**src/core/edl_pkg.sv**
```systemverilog
package edl_pkg;
  // register byte offsets
  localparam logic [15:0] OFS_RX_WAKE = 16'h1008;
  localparam logic [15:0] OFS_RX_BASE = 16'h100C;
  localparam logic [15:0] OFS_TX_BASE = 16'h1010;
  localparam logic [15:0] OFS_STATUS = 16'h1014;
  localparam logic [15:0] OFS_CTRL = 16'h1018;
  localparam logic [15:0] OFS_MASK = 16'h101C;
  localparam logic [15:0] OFS_TX_WAKE = 16'h1020;
  localparam logic [15:0] OFS_RX_CUR = 16'h1024;
  localparam logic [15:0] OFS_TX_CUR = 16'h1028;
  // field positions
  localparam int BIT_TX_UNAVAIL = 2;
  localparam int BIT_RX_UNAVAIL = 7;
  localparam int LSB_RX_STATE = 17;
  localparam int LSB_TX_STATE = 20;
  localparam int BIT_RX_START = 1;
  localparam int BIT_TX_START = 13;
  // reset values and constants
  localparam logic [31:0] BASE_RESET = 32'h0000_0000;
  localparam logic [31:0] ALIGN_MASK = 32'hFFFF_FFFC;
  localparam logic [31:0] DESC_STEP = 32'h0000_0010;
  localparam logic [1:0] HTRANS_NONSEQ = 2'h2;
  // process state codes
  localparam logic [2:0] PS_STOPPED = 3'h0;
  localparam logic [2:0] PS_FETCH = 3'h1;
  localparam logic [2:0] PS_RUN = 3'h3;
  localparam logic [2:0] PS_RX_SUSP = 3'h4;
  localparam logic [2:0] PS_TX_SUSP = 3'h6;

  typedef enum logic [3:0] {
    ENG_STOP = 4'h1,
    ENG_FETCH = 4'h2,
    ENG_RUN = 4'h4,
    ENG_SUSP = 4'h8
  } edl_eng_state_t;

  function automatic logic [31:0] edl_align(input logic [31:0] a);
    edl_align = a & ALIGN_MASK;
  endfunction : edl_align
endpackage : edl_pkg

```
**src/core/edl_desc_engine.sv**
```systemverilog
`timescale 1ns/1ps
`default_nettype none
module edl_desc_engine
  import edl_pkg::*;
(
  // clock and reset
  input wire logic clk,
  input wire logic rst_n,
  // commands
  input wire logic run,
  input wire logic poll,
  input wire logic done,
  input wire logic [31:0] base,
  // descriptor fetch
  output logic fetch_req,
  output logic [31:0] fetch_addr,
  input wire logic fetch_ack,
  input wire logic fetch_own,
  // state and events
  output edl_eng_state_t state,
  output logic unavail
);
  typedef struct packed {
    edl_eng_state_t st;
    logic [31:0] ptr;
    logic req;
    logic unavail;
  } edl_eng_q_t;

  edl_eng_q_t q_r;
  edl_eng_q_t q_nxt;

  always_comb
  begin
    q_nxt = q_r;
    q_nxt.unavail = 1'b0;
    case (q_r.st)
      ENG_STOP:
      begin
        if (run)
        begin
          q_nxt.ptr = edl_align(base);
          q_nxt.st = ENG_FETCH;
          q_nxt.req = 1'b1;
        end
      end
      ENG_FETCH:
      begin
        if (fetch_ack)
        begin
          q_nxt.req = 1'b0;
          if (fetch_own)
            q_nxt.st = ENG_RUN;
          else
          begin
            // only cause of suspend
            q_nxt.st = ENG_SUSP;
            q_nxt.unavail = 1'b1;
          end
        end
      end
      ENG_RUN:
      begin
        if (done)
        begin
          q_nxt.ptr = q_r.ptr + DESC_STEP;
          q_nxt.st = ENG_FETCH;
          q_nxt.req = 1'b1;
        end
      end
      ENG_SUSP:
      begin
        // re-read the same descriptor
        if (poll)
        begin
          q_nxt.st = ENG_FETCH;
          q_nxt.req = 1'b1;
        end
      end
      default:
      begin
        q_nxt.st = ENG_STOP;
        q_nxt.req = 1'b0;
      end
    endcase
    if (!run)
    begin
      q_nxt.st = ENG_STOP;
      q_nxt.req = 1'b0;
    end
  end

  always_ff @(posedge clk)
  begin
    if (!rst_n)
    begin
      q_r.st <= ENG_STOP;
      q_r.ptr <= BASE_RESET;
      q_r.req <= 1'b0;
      q_r.unavail <= 1'b0;
    end
    else
      q_r <= q_nxt;
  end

  assign fetch_req = q_r.req;
  assign fetch_addr = q_r.ptr;
  assign state = q_r.st;
  assign unavail = q_r.unavail;
endmodule : edl_desc_engine
`default_nettype wire

```
**src/core/edl_ahb_slave.sv**
```systemverilog
`timescale 1ns/1ps
`default_nettype none
module edl_ahb_slave
  import edl_pkg::*;
(
  // clock and reset
  input wire logic clk,
  input wire logic rst_n,
  // ahb-lite
  input wire logic hsel,
  input wire logic [31:0] haddr,
  input wire logic [1:0] htrans,
  input wire logic hwrite,
  input wire logic hready,
  output logic [31:0] hrdata,
  output logic hreadyout,
  output logic hresp,
  // register side
  output logic rd_en,
  output logic [15:0] rd_addr,
  input wire logic [31:0] rd_data,
  output logic wr_en,
  output logic [15:0] wr_addr
);
  typedef struct packed {
    logic [31:0] rdata;
    logic rdy;
    logic resp;
    logic wpend;
    logic [15:0] waddr;
  } edl_slv_q_t;

  edl_slv_q_t q_r;
  edl_slv_q_t q_nxt;
  logic take;

  assign take = hsel && htrans == HTRANS_NONSEQ && hready;
  assign rd_en = take && !hwrite;
  assign rd_addr = haddr[15:0];

  always_comb
  begin
    q_nxt = q_r;
    q_nxt.wpend = 1'b0;
    q_nxt.rdy = 1'b1;
    if (rd_en)
      q_nxt.rdata = rd_data;
    if (take && hwrite)
    begin
      // one wait state lets the write land before any later read
      q_nxt.wpend = 1'b1;
      q_nxt.rdy = 1'b0;
      q_nxt.waddr = haddr[15:0];
    end
  end

  always_ff @(posedge clk)
  begin
    if (!rst_n)
    begin
      q_r.rdata <= 32'h0000_0000;
      q_r.rdy <= 1'b1;
      q_r.resp <= 1'b0;
      q_r.wpend <= 1'b0;
      q_r.waddr <= 16'h0000;
    end
    else
      q_r <= q_nxt;
  end

  assign hrdata = q_r.rdata;
  assign hreadyout = q_r.rdy;
  assign hresp = q_r.resp;
  assign wr_en = q_r.wpend;
  assign wr_addr = q_r.waddr;
endmodule : edl_ahb_slave
`default_nettype wire

```
**src/core/edl_top.sv**
```systemverilog
// Chosen here: register access over AHB-Lite.
`timescale 1ns/1ps
`default_nettype none
module edl_top
  import edl_pkg::*;
(
  // clock and reset
  input wire logic CLK,
  input wire logic RST_N,
  // ahb-lite slave
  input wire logic HSEL,
  input wire logic [31:0] HADDR,
  input wire logic [1:0] HTRANS,
  input wire logic HWRITE,
  input wire logic [2:0] HSIZE,
  input wire logic [31:0] HWDATA,
  input wire logic HREADY,
  output logic [31:0] HRDATA,
  output logic HREADYOUT,
  output logic HRESP,
  // interrupt
  output logic IRQ,
  // receive descriptor fetch
  output logic RX_FETCH_REQ,
  output logic [31:0] RX_FETCH_ADDR,
  input wire logic RX_FETCH_ACK,
  input wire logic RX_FETCH_OWN,
  input wire logic RX_DESC_DONE,
  // transmit descriptor fetch
  output logic TX_FETCH_REQ,
  output logic [31:0] TX_FETCH_ADDR,
  input wire logic TX_FETCH_ACK,
  input wire logic TX_FETCH_OWN,
  input wire logic TX_DESC_DONE
);
  typedef struct packed {
    logic [31:0] rx_base;
    logic [31:0] tx_base;
    logic rx_run;
    logic tx_run;
    logic rx_unav;
    logic tx_unav;
    logic msk_rx;
    logic msk_tx;
    logic irq;
  } edl_top_q_t;

  edl_top_q_t q_r;
  edl_top_q_t q_nxt;

  logic rd_en;
  logic [15:0] rd_addr;
  logic [31:0] rd_data;
  logic wr_en;
  logic [15:0] wr_addr;
  logic rx_poll;
  logic tx_poll;
  logic rx_ev;
  logic tx_ev;
  logic [31:0] rx_cur;
  logic [31:0] tx_cur;
  edl_eng_state_t rx_st;
  edl_eng_state_t tx_st;

  // map engine state to the reported process code
  function automatic logic [2:0] edl_code(input edl_eng_state_t s,
                                          input logic [2:0] susp);
    case (s)
      ENG_FETCH: edl_code = PS_FETCH;
      ENG_RUN: edl_code = PS_RUN;
      ENG_SUSP: edl_code = susp;
      default: edl_code = PS_STOPPED;
    endcase
  endfunction : edl_code

  // hardware-managed bits of the status word
  function automatic logic [31:0] edl_stat(input logic rxb, input logic txb);
    logic [31:0] v;
    v = 32'h0000_0000;
    v[BIT_RX_UNAVAIL] = rxb;
    v[BIT_TX_UNAVAIL] = txb;
    edl_stat = v;
  endfunction : edl_stat

  edl_ahb_slave u_slave (
    .clk(CLK),
    .rst_n(RST_N),
    .hsel(HSEL),
    .haddr(HADDR),
    .htrans(HTRANS),
    .hwrite(HWRITE),
    .hready(HREADY),
    .hrdata(HRDATA),
    .hreadyout(HREADYOUT),
    .hresp(HRESP),
    .rd_en(rd_en),
    .rd_addr(rd_addr),
    .rd_data(rd_data),
    .wr_en(wr_en),
    .wr_addr(wr_addr)
  );

  // write of any value is the command; nothing is stored
  assign rx_poll = wr_en && wr_addr == OFS_RX_WAKE;
  assign tx_poll = wr_en && wr_addr == OFS_TX_WAKE;

  edl_desc_engine u_rx (
    .clk(CLK),
    .rst_n(RST_N),
    .run(q_r.rx_run),
    .poll(rx_poll),
    .done(RX_DESC_DONE),
    .base(q_r.rx_base),
    .fetch_req(RX_FETCH_REQ),
    .fetch_addr(rx_cur),
    .fetch_ack(RX_FETCH_ACK),
    .fetch_own(RX_FETCH_OWN),
    .state(rx_st),
    .unavail(rx_ev)
  );

  edl_desc_engine u_tx (
    .clk(CLK),
    .rst_n(RST_N),
    .run(q_r.tx_run),
    .poll(tx_poll),
    .done(TX_DESC_DONE),
    .base(q_r.tx_base),
    .fetch_req(TX_FETCH_REQ),
    .fetch_addr(tx_cur),
    .fetch_ack(TX_FETCH_ACK),
    .fetch_own(TX_FETCH_OWN),
    .state(tx_st),
    .unavail(tx_ev)
  );

  assign RX_FETCH_ADDR = rx_cur;
  assign TX_FETCH_ADDR = tx_cur;

  // read mux; wake-up registers read as zero
  always_comb
  begin
    rd_data = 32'h0000_0000;
    case (rd_addr)
      OFS_RX_BASE: rd_data = q_r.rx_base;
      OFS_TX_BASE: rd_data = q_r.tx_base;
      OFS_STATUS:
      begin
        rd_data = edl_stat(q_r.rx_unav, q_r.tx_unav);
        rd_data[LSB_RX_STATE +: 3] = edl_code(rx_st, PS_RX_SUSP);
        rd_data[LSB_TX_STATE +: 3] = edl_code(tx_st, PS_TX_SUSP);
      end
      OFS_CTRL:
      begin
        rd_data[BIT_RX_START] = q_r.rx_run;
        rd_data[BIT_TX_START] = q_r.tx_run;
      end
      OFS_MASK: rd_data = edl_stat(q_r.msk_rx, q_r.msk_tx);
      OFS_RX_CUR: rd_data = rx_cur;
      OFS_TX_CUR: rd_data = tx_cur;
      default: rd_data = 32'h0000_0000;
    endcase
  end

  always_comb
  begin
    q_nxt = q_r;
    if (wr_en)
    begin
      case (wr_addr)
        // bits 1:0 never stored, so they read back as zero
        OFS_RX_BASE: q_nxt.rx_base = edl_align(HWDATA);
        OFS_TX_BASE: q_nxt.tx_base = edl_align(HWDATA);
        OFS_CTRL:
        begin
          q_nxt.rx_run = HWDATA[BIT_RX_START];
          q_nxt.tx_run = HWDATA[BIT_TX_START];
        end
        OFS_MASK:
        begin
          q_nxt.msk_rx = HWDATA[BIT_RX_UNAVAIL];
          q_nxt.msk_tx = HWDATA[BIT_TX_UNAVAIL];
        end
        default:
        begin
        end
      endcase
    end
    // read clears, but an event in the same cycle wins
    if (rd_en && rd_addr == OFS_STATUS)
    begin
      q_nxt.rx_unav = 1'b0;
      q_nxt.tx_unav = 1'b0;
    end
    if (rx_ev)
      q_nxt.rx_unav = 1'b1;
    if (tx_ev)
      q_nxt.tx_unav = 1'b1;
    q_nxt.irq = (q_nxt.rx_unav && q_nxt.msk_rx) ||
                (q_nxt.tx_unav && q_nxt.msk_tx);
  end

  always_ff @(posedge CLK)
  begin
    if (!RST_N)
    begin
      q_r.rx_base <= BASE_RESET;
      q_r.tx_base <= BASE_RESET;
      q_r.rx_run <= 1'b0;
      q_r.tx_run <= 1'b0;
      q_r.rx_unav <= 1'b0;
      q_r.tx_unav <= 1'b0;
      q_r.msk_rx <= 1'b0;
      q_r.msk_tx <= 1'b0;
      q_r.irq <= 1'b0;
    end
    else
      q_r <= q_nxt;
  end

  assign IRQ = q_r.irq;
endmodule : edl_top
`default_nettype wire

```
**config.mk**
```make
export PLATFORM = sky130hd
export DESIGN_NAME = edl_top
export DESIGN_NICKNAME = d
export VERILOG_FILES = /design/src/core/edl_pkg.sv /design/src/core/edl_desc_engine.sv /design/src/core/edl_ahb_slave.sv /design/src/core/edl_top.sv
export SDC_FILE = /design/constraint.sdc
export NUM_CORES = 1
export LEC_CHECK = 0
export ABC_AREA = 0
export BUFFER_PORTS_ARGS = -buffer_cell sky130_fd_sc_hd__buf_2
export CORE_MARGIN = 2
export CORE_UTILIZATION = 58
export CTS_BUF_LIST = sky130_fd_sc_hd__clkbuf_2 sky130_fd_sc_hd__clkbuf_4 sky130_fd_sc_hd__clkbuf_8
export CTS_CLUSTER_SIZE = 10
export DETAILED_ROUTE_END_ITERATION = 10
export GPL_ROUTABILITY_DRIVEN = 0
export PLACE_DENSITY_LB_ADDON = 0.1
export REMOVE_ABC_BUFFERS = 1
export SLEW_MARGIN = 20
export SYNTH_ARGS = -nofsm -noshare
export SYNTH_HDL_FRONTEND = slang
export SYNTH_SLANG_ARGS = --single-unit
```
**constraint.sdc**
```tcl
create_clock -name CLK -period 2.2 [get_ports CLK]
set_input_delay 0 -clock CLK [delete_from_list [all_inputs] [get_ports CLK]]
set_output_delay 0 -clock CLK [all_outputs]
set_load 0.02 [all_outputs]
```
# [Yosys cells after proc, flatten, opt, wreduce, memory -nomap -nowiden]
# Cells that the tools add are included.
# Widths: inputs -> output; s select.
[word_totals] output_inout_bits=101 word_cells=113 reg_bits=193 input_bits=80
[op_classes] mux=36 addsub=2 n_reduce_logical=24 eq_ne=30
[ops] operator="$eq 16x13->1 const B" n=13
[ops] operator="$mux 37" n=4
[ops] operator="$pmux 32 s2" n=2
[ops] operator="$pmux 18 s5" n=1
[ops] operator="$pmux 11 s6" n=1
[ops] operator="$add 32x5->32 const B" n=2
[ops] operator="$pmux 4 s4" n=2
[ops] operator="$mux 4" n=6
[ops] operator="$pmux 3 s3" n=2
[ops] operator="$mux 17" n=1
[ops] operator="$ne 2x2->1 const B" n=8
[ops] operator="$reduce_and 3->1" n=4
[ops] operator="$mux 2" n=5
[ops] operator="$reduce_and 2->1" n=5
[ops] operator="$logic_and 1x1->1" n=9
[ops] operator="$eq 4x1->1 const B" n=2
[ops] operator="$eq 4x2->1 const B" n=2
[ops] operator="$eq 4x3->1 const B" n=2
[ops] operator="$eq 4x4->1 const B" n=2
[ops] operator="$pmux 1 s4" n=2
[ops] operator="$reduce_and 4->1" n=2
[ops] operator="$mux 1" n=7
[ops] operator="$pmux 1 s5" n=1
[ops] operator="$reduce_bool 2->1" n=2
[ops] operator="other kinds (5)" n=5

# [Logic depth before layout (Yosys ltp)]
[depth] depth_word=9 mapped_depth=8 ltp_nobuf=6

# [Modules after synthesis]
# Synthesis repeated with hierarchy kept, for this count alone.
[unflattened] cells_unflattened=1288 area_unflattened_um2=10224.8
[modules_own_cells] mod="edl_top" area_each_um2=3499.6 cells_each=454 n_inst=1 seq_area_each_um2=1341.3
[modules_own_cells] mod="edl_desc_engine (u_tx)" area_each_um2=2389.8 cells_each=318 n_inst=1 seq_area_each_um2=700.7
[modules_own_cells] mod="edl_desc_engine (u_rx)" area_each_um2=2352.3 cells_each=317 n_inst=1 seq_area_each_um2=700.7
[modules_own_cells] mod="edl_ahb_slave" area_each_um2=1983.2 cells_each=199 n_inst=1 seq_area_each_um2=1001.0

# [Least setup slack after synthesis]
# No wires, ideal clock.
[synth_path] path_type="register to register" startpoint="register u_tx.q_r (netlist bit u_tx.fetch_addr[9])" endpoint="register u_tx.q_r (netlist bit u_tx.fetch_addr[27])" slack_ps=177 t_arrival_ps=1903 path_stages_with_launch=6 path_buffers=0 required_time_ps=2080 setup_time_ps=120 period_less_slack_ps=2023 path_cell_list="dfxtp_1 > nand3_1 > nor3_2 > nand4_1 > o311a_1 > o31a_1"
[synth_between] elab_chain_len=3
[synth_lines] element="start: declaration" line_no="edl_desc_engine.sv:30" text="edl_eng_q_t q_r;"
[synth_lines] element="start signal: assignment" line_no="edl_desc_engine.sv:103" text="q_r <= q_nxt;"
[synth_lines] element="$add 32x5->32" line_no="edl_desc_engine.sv:66" text="q_nxt.ptr = q_r.ptr + DESC_STEP;"
[synth_lines] element="$mux 37" line_no="edl_desc_engine.sv:64" text="if (done)"
[synth_lines] element="$pmux 32 s2" line_no="edl_desc_engine.sv:37" text="case (q_r.st)"
# No other way between the ends. The select of a mux whose other input is x is not followed.
# A chain may end at the register's enable or synchronous reset.

# [Worst setup path after layout]
[layout_path] startpoint="input HADDR[5]" endpoint="register q_r (netlist bit IRQ)"
[layout_between] elab_chain_len=6 elab_cells_between_ends=8 classes_between="1 x eq/ne; 3 x mux; 4 x reduce/logical"
[layout_lines] element="start: declaration" line_no="edl_top.sv:12" text="input wire logic [31:0] HADDR,"
[layout_lines] element="$eq 16x13->1 *" line_no="edl_top.sv:190" text="if (rd_en && rd_addr == OFS_STATUS)"
[layout_lines] element="$logic_and 1x1->1 *" line_no="edl_top.sv:190"
[layout_lines] element="$mux 2 *" line_no="edl_top.sv:190"
[layout_lines] element="$mux 1 (on tied branches)" line_no="edl_top.sv:195, edl_top.sv:197"
[layout_lines] element="$logic_and 1x1->1 (on tied branches)" line_no="edl_top.sv:199, edl_top.sv:200"
[layout_lines] element="$logic_or 1x1->1 *" line_no="edl_top.sv:199" text="q_nxt.irq = (q_nxt.rx_unav && q_nxt.msk_rx) ||"
[layout_lines] element="end signal: assignment" line_no="edl_top.sv:218" text="q_r <= q_nxt;"
[layout_lines] element="end: declaration" line_no="edl_top.sv:48" text="edl_top_q_t q_r;"
# Every way passes the cells marked *; elsewhere a longest branch is shown, timed or not.

==> reports/results.ini <==
[worst_setup_path]
end_kind=flop
cp_max_fo=11
required_ns=2.57
worstRegToRegCells=5
r2r_slack_ns=0.05
r2r-end=u_rx.state[2]
crit_path_start_kind=primary input
arrival_ns=2.52
path_class=primary input to flop
regToRegStartpoint=u_slave.wr_addr[14]

[floorplan]
rows=47
initial_utilization_pct=58.7
die_y_um=133
die_w_um=133
die_area_um2=17600
core-area_um2=16300
pin_count=181

[cts]
clock_path_buffers=2
path_clk_slew_ns=0.10
h-tree-depth=4
cts.sinks=187
clk-insertion-delay-late_ns=0.49
cts-root-buf=clkbuf_8
cts_tree=built
cts_made_buffers=17

[synth]
synthXorXnorAreaFrac_pct=0.274
synth_compound_area_share_pct=26.6
yosysSeqAreaShare_pct=39.0
yosysTopAreaCellShare_pct=39.0
synthMuxAreaShare_pct=1.23
syn_inst=1206
syn_avg_cell_area_um2=7.95
async_flop_share_pct=0
synth_ff_type=dfxtp_1
synth_top_family_by_area=simple AND/OR/NAND/NOR gates
synth-simple-area-share_pct=26.6
ys_seq_elements=187
synthTopCellsByArea=dfxtp_1 39%, nand2_1 9.2%, a21oi_1 5.7%
synth_edf_count=0
synth_area_leader_cell=dfxtp_1
synthAdderAreaFrac_pct=0.261
yosys_warnings=0
synth_area_um2=9590
synth_cell_type_count=84

[global_routing]
first_global_vias=9842
grt_pass1_wl_mm=52.1
grt_max_degree=105
antenna_found_initial=0
overflow=0
track_usage_pct=37.3

[finish]
syn2layout_area_growth_pct=25.1
fillers=1334
multi_input_area_um2=5390
layout_commonest_cell=nand2_1
mostFrequentLayoutCells=236 x nand2_1, 185 x dfxtp_1, 155 x buf_2, 110 x a21oi_1, 75 x nor2_1
final_core_util_pct=73.4
num_antenna_cells=0
layout.cells.non_filler=1656
seqCellArea_um2=3750
finalNetCount=1505
layout-drive-gt1-share_pct=24.7

[run_status]
status=complete, but fails checks
violations=DRC

[placement]
dp.cells=1564
port_buffers=155
dp_hpwl_mm=22.0

[routing]
firstDrtPassIters=11
routed_wl_mm=34.5
via_count=10648
drc=1
first_iter_violations=1275
routedWlPerCell_um=20.9
detail-route-antenna-nets=0
vias_per_cell=6.43

[power_and_ir_drop]
max-vdd-ir-drop_v=0.000353
p_total_mw=6.02
leakage_nw=4.42
p_per_area_nw_per_um2=501

[sta]
fmax_mhz=465
timing.final.crit_share_pct=97.7
slew_violations=0
hold_viol=0
setup_violations=0
relSlewSlack_pct=55.3
skew_ns=0.0144
setup_tns_ns=0
min_period_ns=2.15
worst_pin_slew_ns=0.664

[run]
cap_violations=0

[hold_path]
hold_path_end=u_rx.state[2]
holdPathStages=5
holdCritPathClass=primary input to flop
hp-start=RX_DESC_DONE

where the power goes:
part	internal [mW]	switching [mW]
Clock	0.912	1.38
Combinational	0.141	0.185
Sequential	3.39	0.00583
Total	4.45	1.57
logic make-up (layout without fill, tap and decap cells):
family | Yosys count | in the layout
AOI/OAI and AO/OA | 373 | 373
DFF | 187 | 187
buffers and inverters | 114 | 339
xor gates and xnor gates | 3 | 3
adders and majority gates | 2 | 2
and+or+nand+nor | 515 | 516
muxes | 11 | 11
other | 1 | 5
final cells by class:
cell class / count / share of cell area [%]
clock buffer: 17 / 1.95
clock inverter: 15 / 1.21
inverter: 11 / 0.365
multi-input combinational: 910 / 44.9
sequential: 187 / 31.2
tap: 220 / 2.29
timing repair buffer: 296 / 18.1
worst max path at each step:
stage,slack (ns),to,cells after the start,startpoint
2_1_floorplan,-1.12,u_slave.hrdata[3],3,RST_N
3_3_place_gp,0.09,q_r[65],5,u_slave.wr_addr[14]
3_5_place_dp,0.06,q_r[50],5,u_slave.wr_addr[14]
4_1_cts,0.005,u_rx.state[3],6,u_rx.fetch_req
5_1_grt,-0.003,q_r[41],6,u_slave.wr_addr[14]
6_report,0.05,IRQ,7,HADDR[5]
synthesized netlist by cell type, types with 6 or more instances:
cell type / instances
a31oi_1: 12
or3_1: 7
a221oi_1: 25
a22o_1: 24
nor2_1: 76
mux2_2: 6
a211oi_1: 9
nand3b_1: 6
clkbuf_1: 64
a311oi_1: 8
a21oi_2: 30
dfxtp_1: 187
nand4_1: 24
o21ai_1: 14
o22ai_1: 6
a222oi_1: 7
o21ai_0: 54
and2_1: 6
buf_6: 10
inv_1: 11
nand3_1: 46
or4b_1: 7
buf_2: 14
nor4_1: 11
nand2_1: 236
nand2b_1: 6
o211ai_1: 6
a22oi_1: 16
buf_4: 13
o221a_2: 9
nor3_1: 26
or4_1: 7
and3_1: 10
a21oi_1: 110
metal layers:
metal  vias up  GRT usage [%]  routed length (um)
li1       4868              -                   -
met5         -              0                   0
met2       641           62.2               16100
met4         0           16.7                1720
met3       137           7.47                3470
met1      5002           46.7               13300
metrics by stage:
stage / hold slack, ns / area [um2] / worst slack, ns
6_report: 0.0305 / 12000 / 0.0505
5_1_grt: 0.0705 / 12000 / -0.00329
4_1_cts: 0.0151 / 11900 / 0.00538
3_5_place_dp: 0.205 / 11000 / 0.0638
3_3_place_gp: 0.209 / 11000 / 0.0869
2_1_floorplan: 0.0781 / 9080 / -1.12
worst max-delay path: stages:
cell and delay, ns:
dlygate4sd3_1 0.56, buf_2 0.19, or4b_1 0.71, nor4_4 0.50
nand2_1 0.15, a21oi_1 0.29, o32ai_2 0.12
registers in the layout, indices dropped and copies added, names as in the netlist:
name / flops
u_rx.fetch_addr: 30
u_tx.fetch_addr: 30
u_rx.fetch_req: 1
u_slave.hreadyout: 1
u_rx.unavail: 1
u_tx.state: 3
u_slave.wr_en: 1
u_tx.unavail: 1
IRQ: 1
q_r: 66
u_slave.hrdata: 32
u_rx.state: 3
u_slave.wr_addr: 16
u_tx.fetch_req: 1
timing repair:
action	in CTS	in global routing
gates resized for setup	0	8
hold buffers	55	0
hold endpoints to repair	95	0
setup endpoints to repair	0	22
setup buffers	0	2
Note: power is estimated with default switching activity, not from simulation.
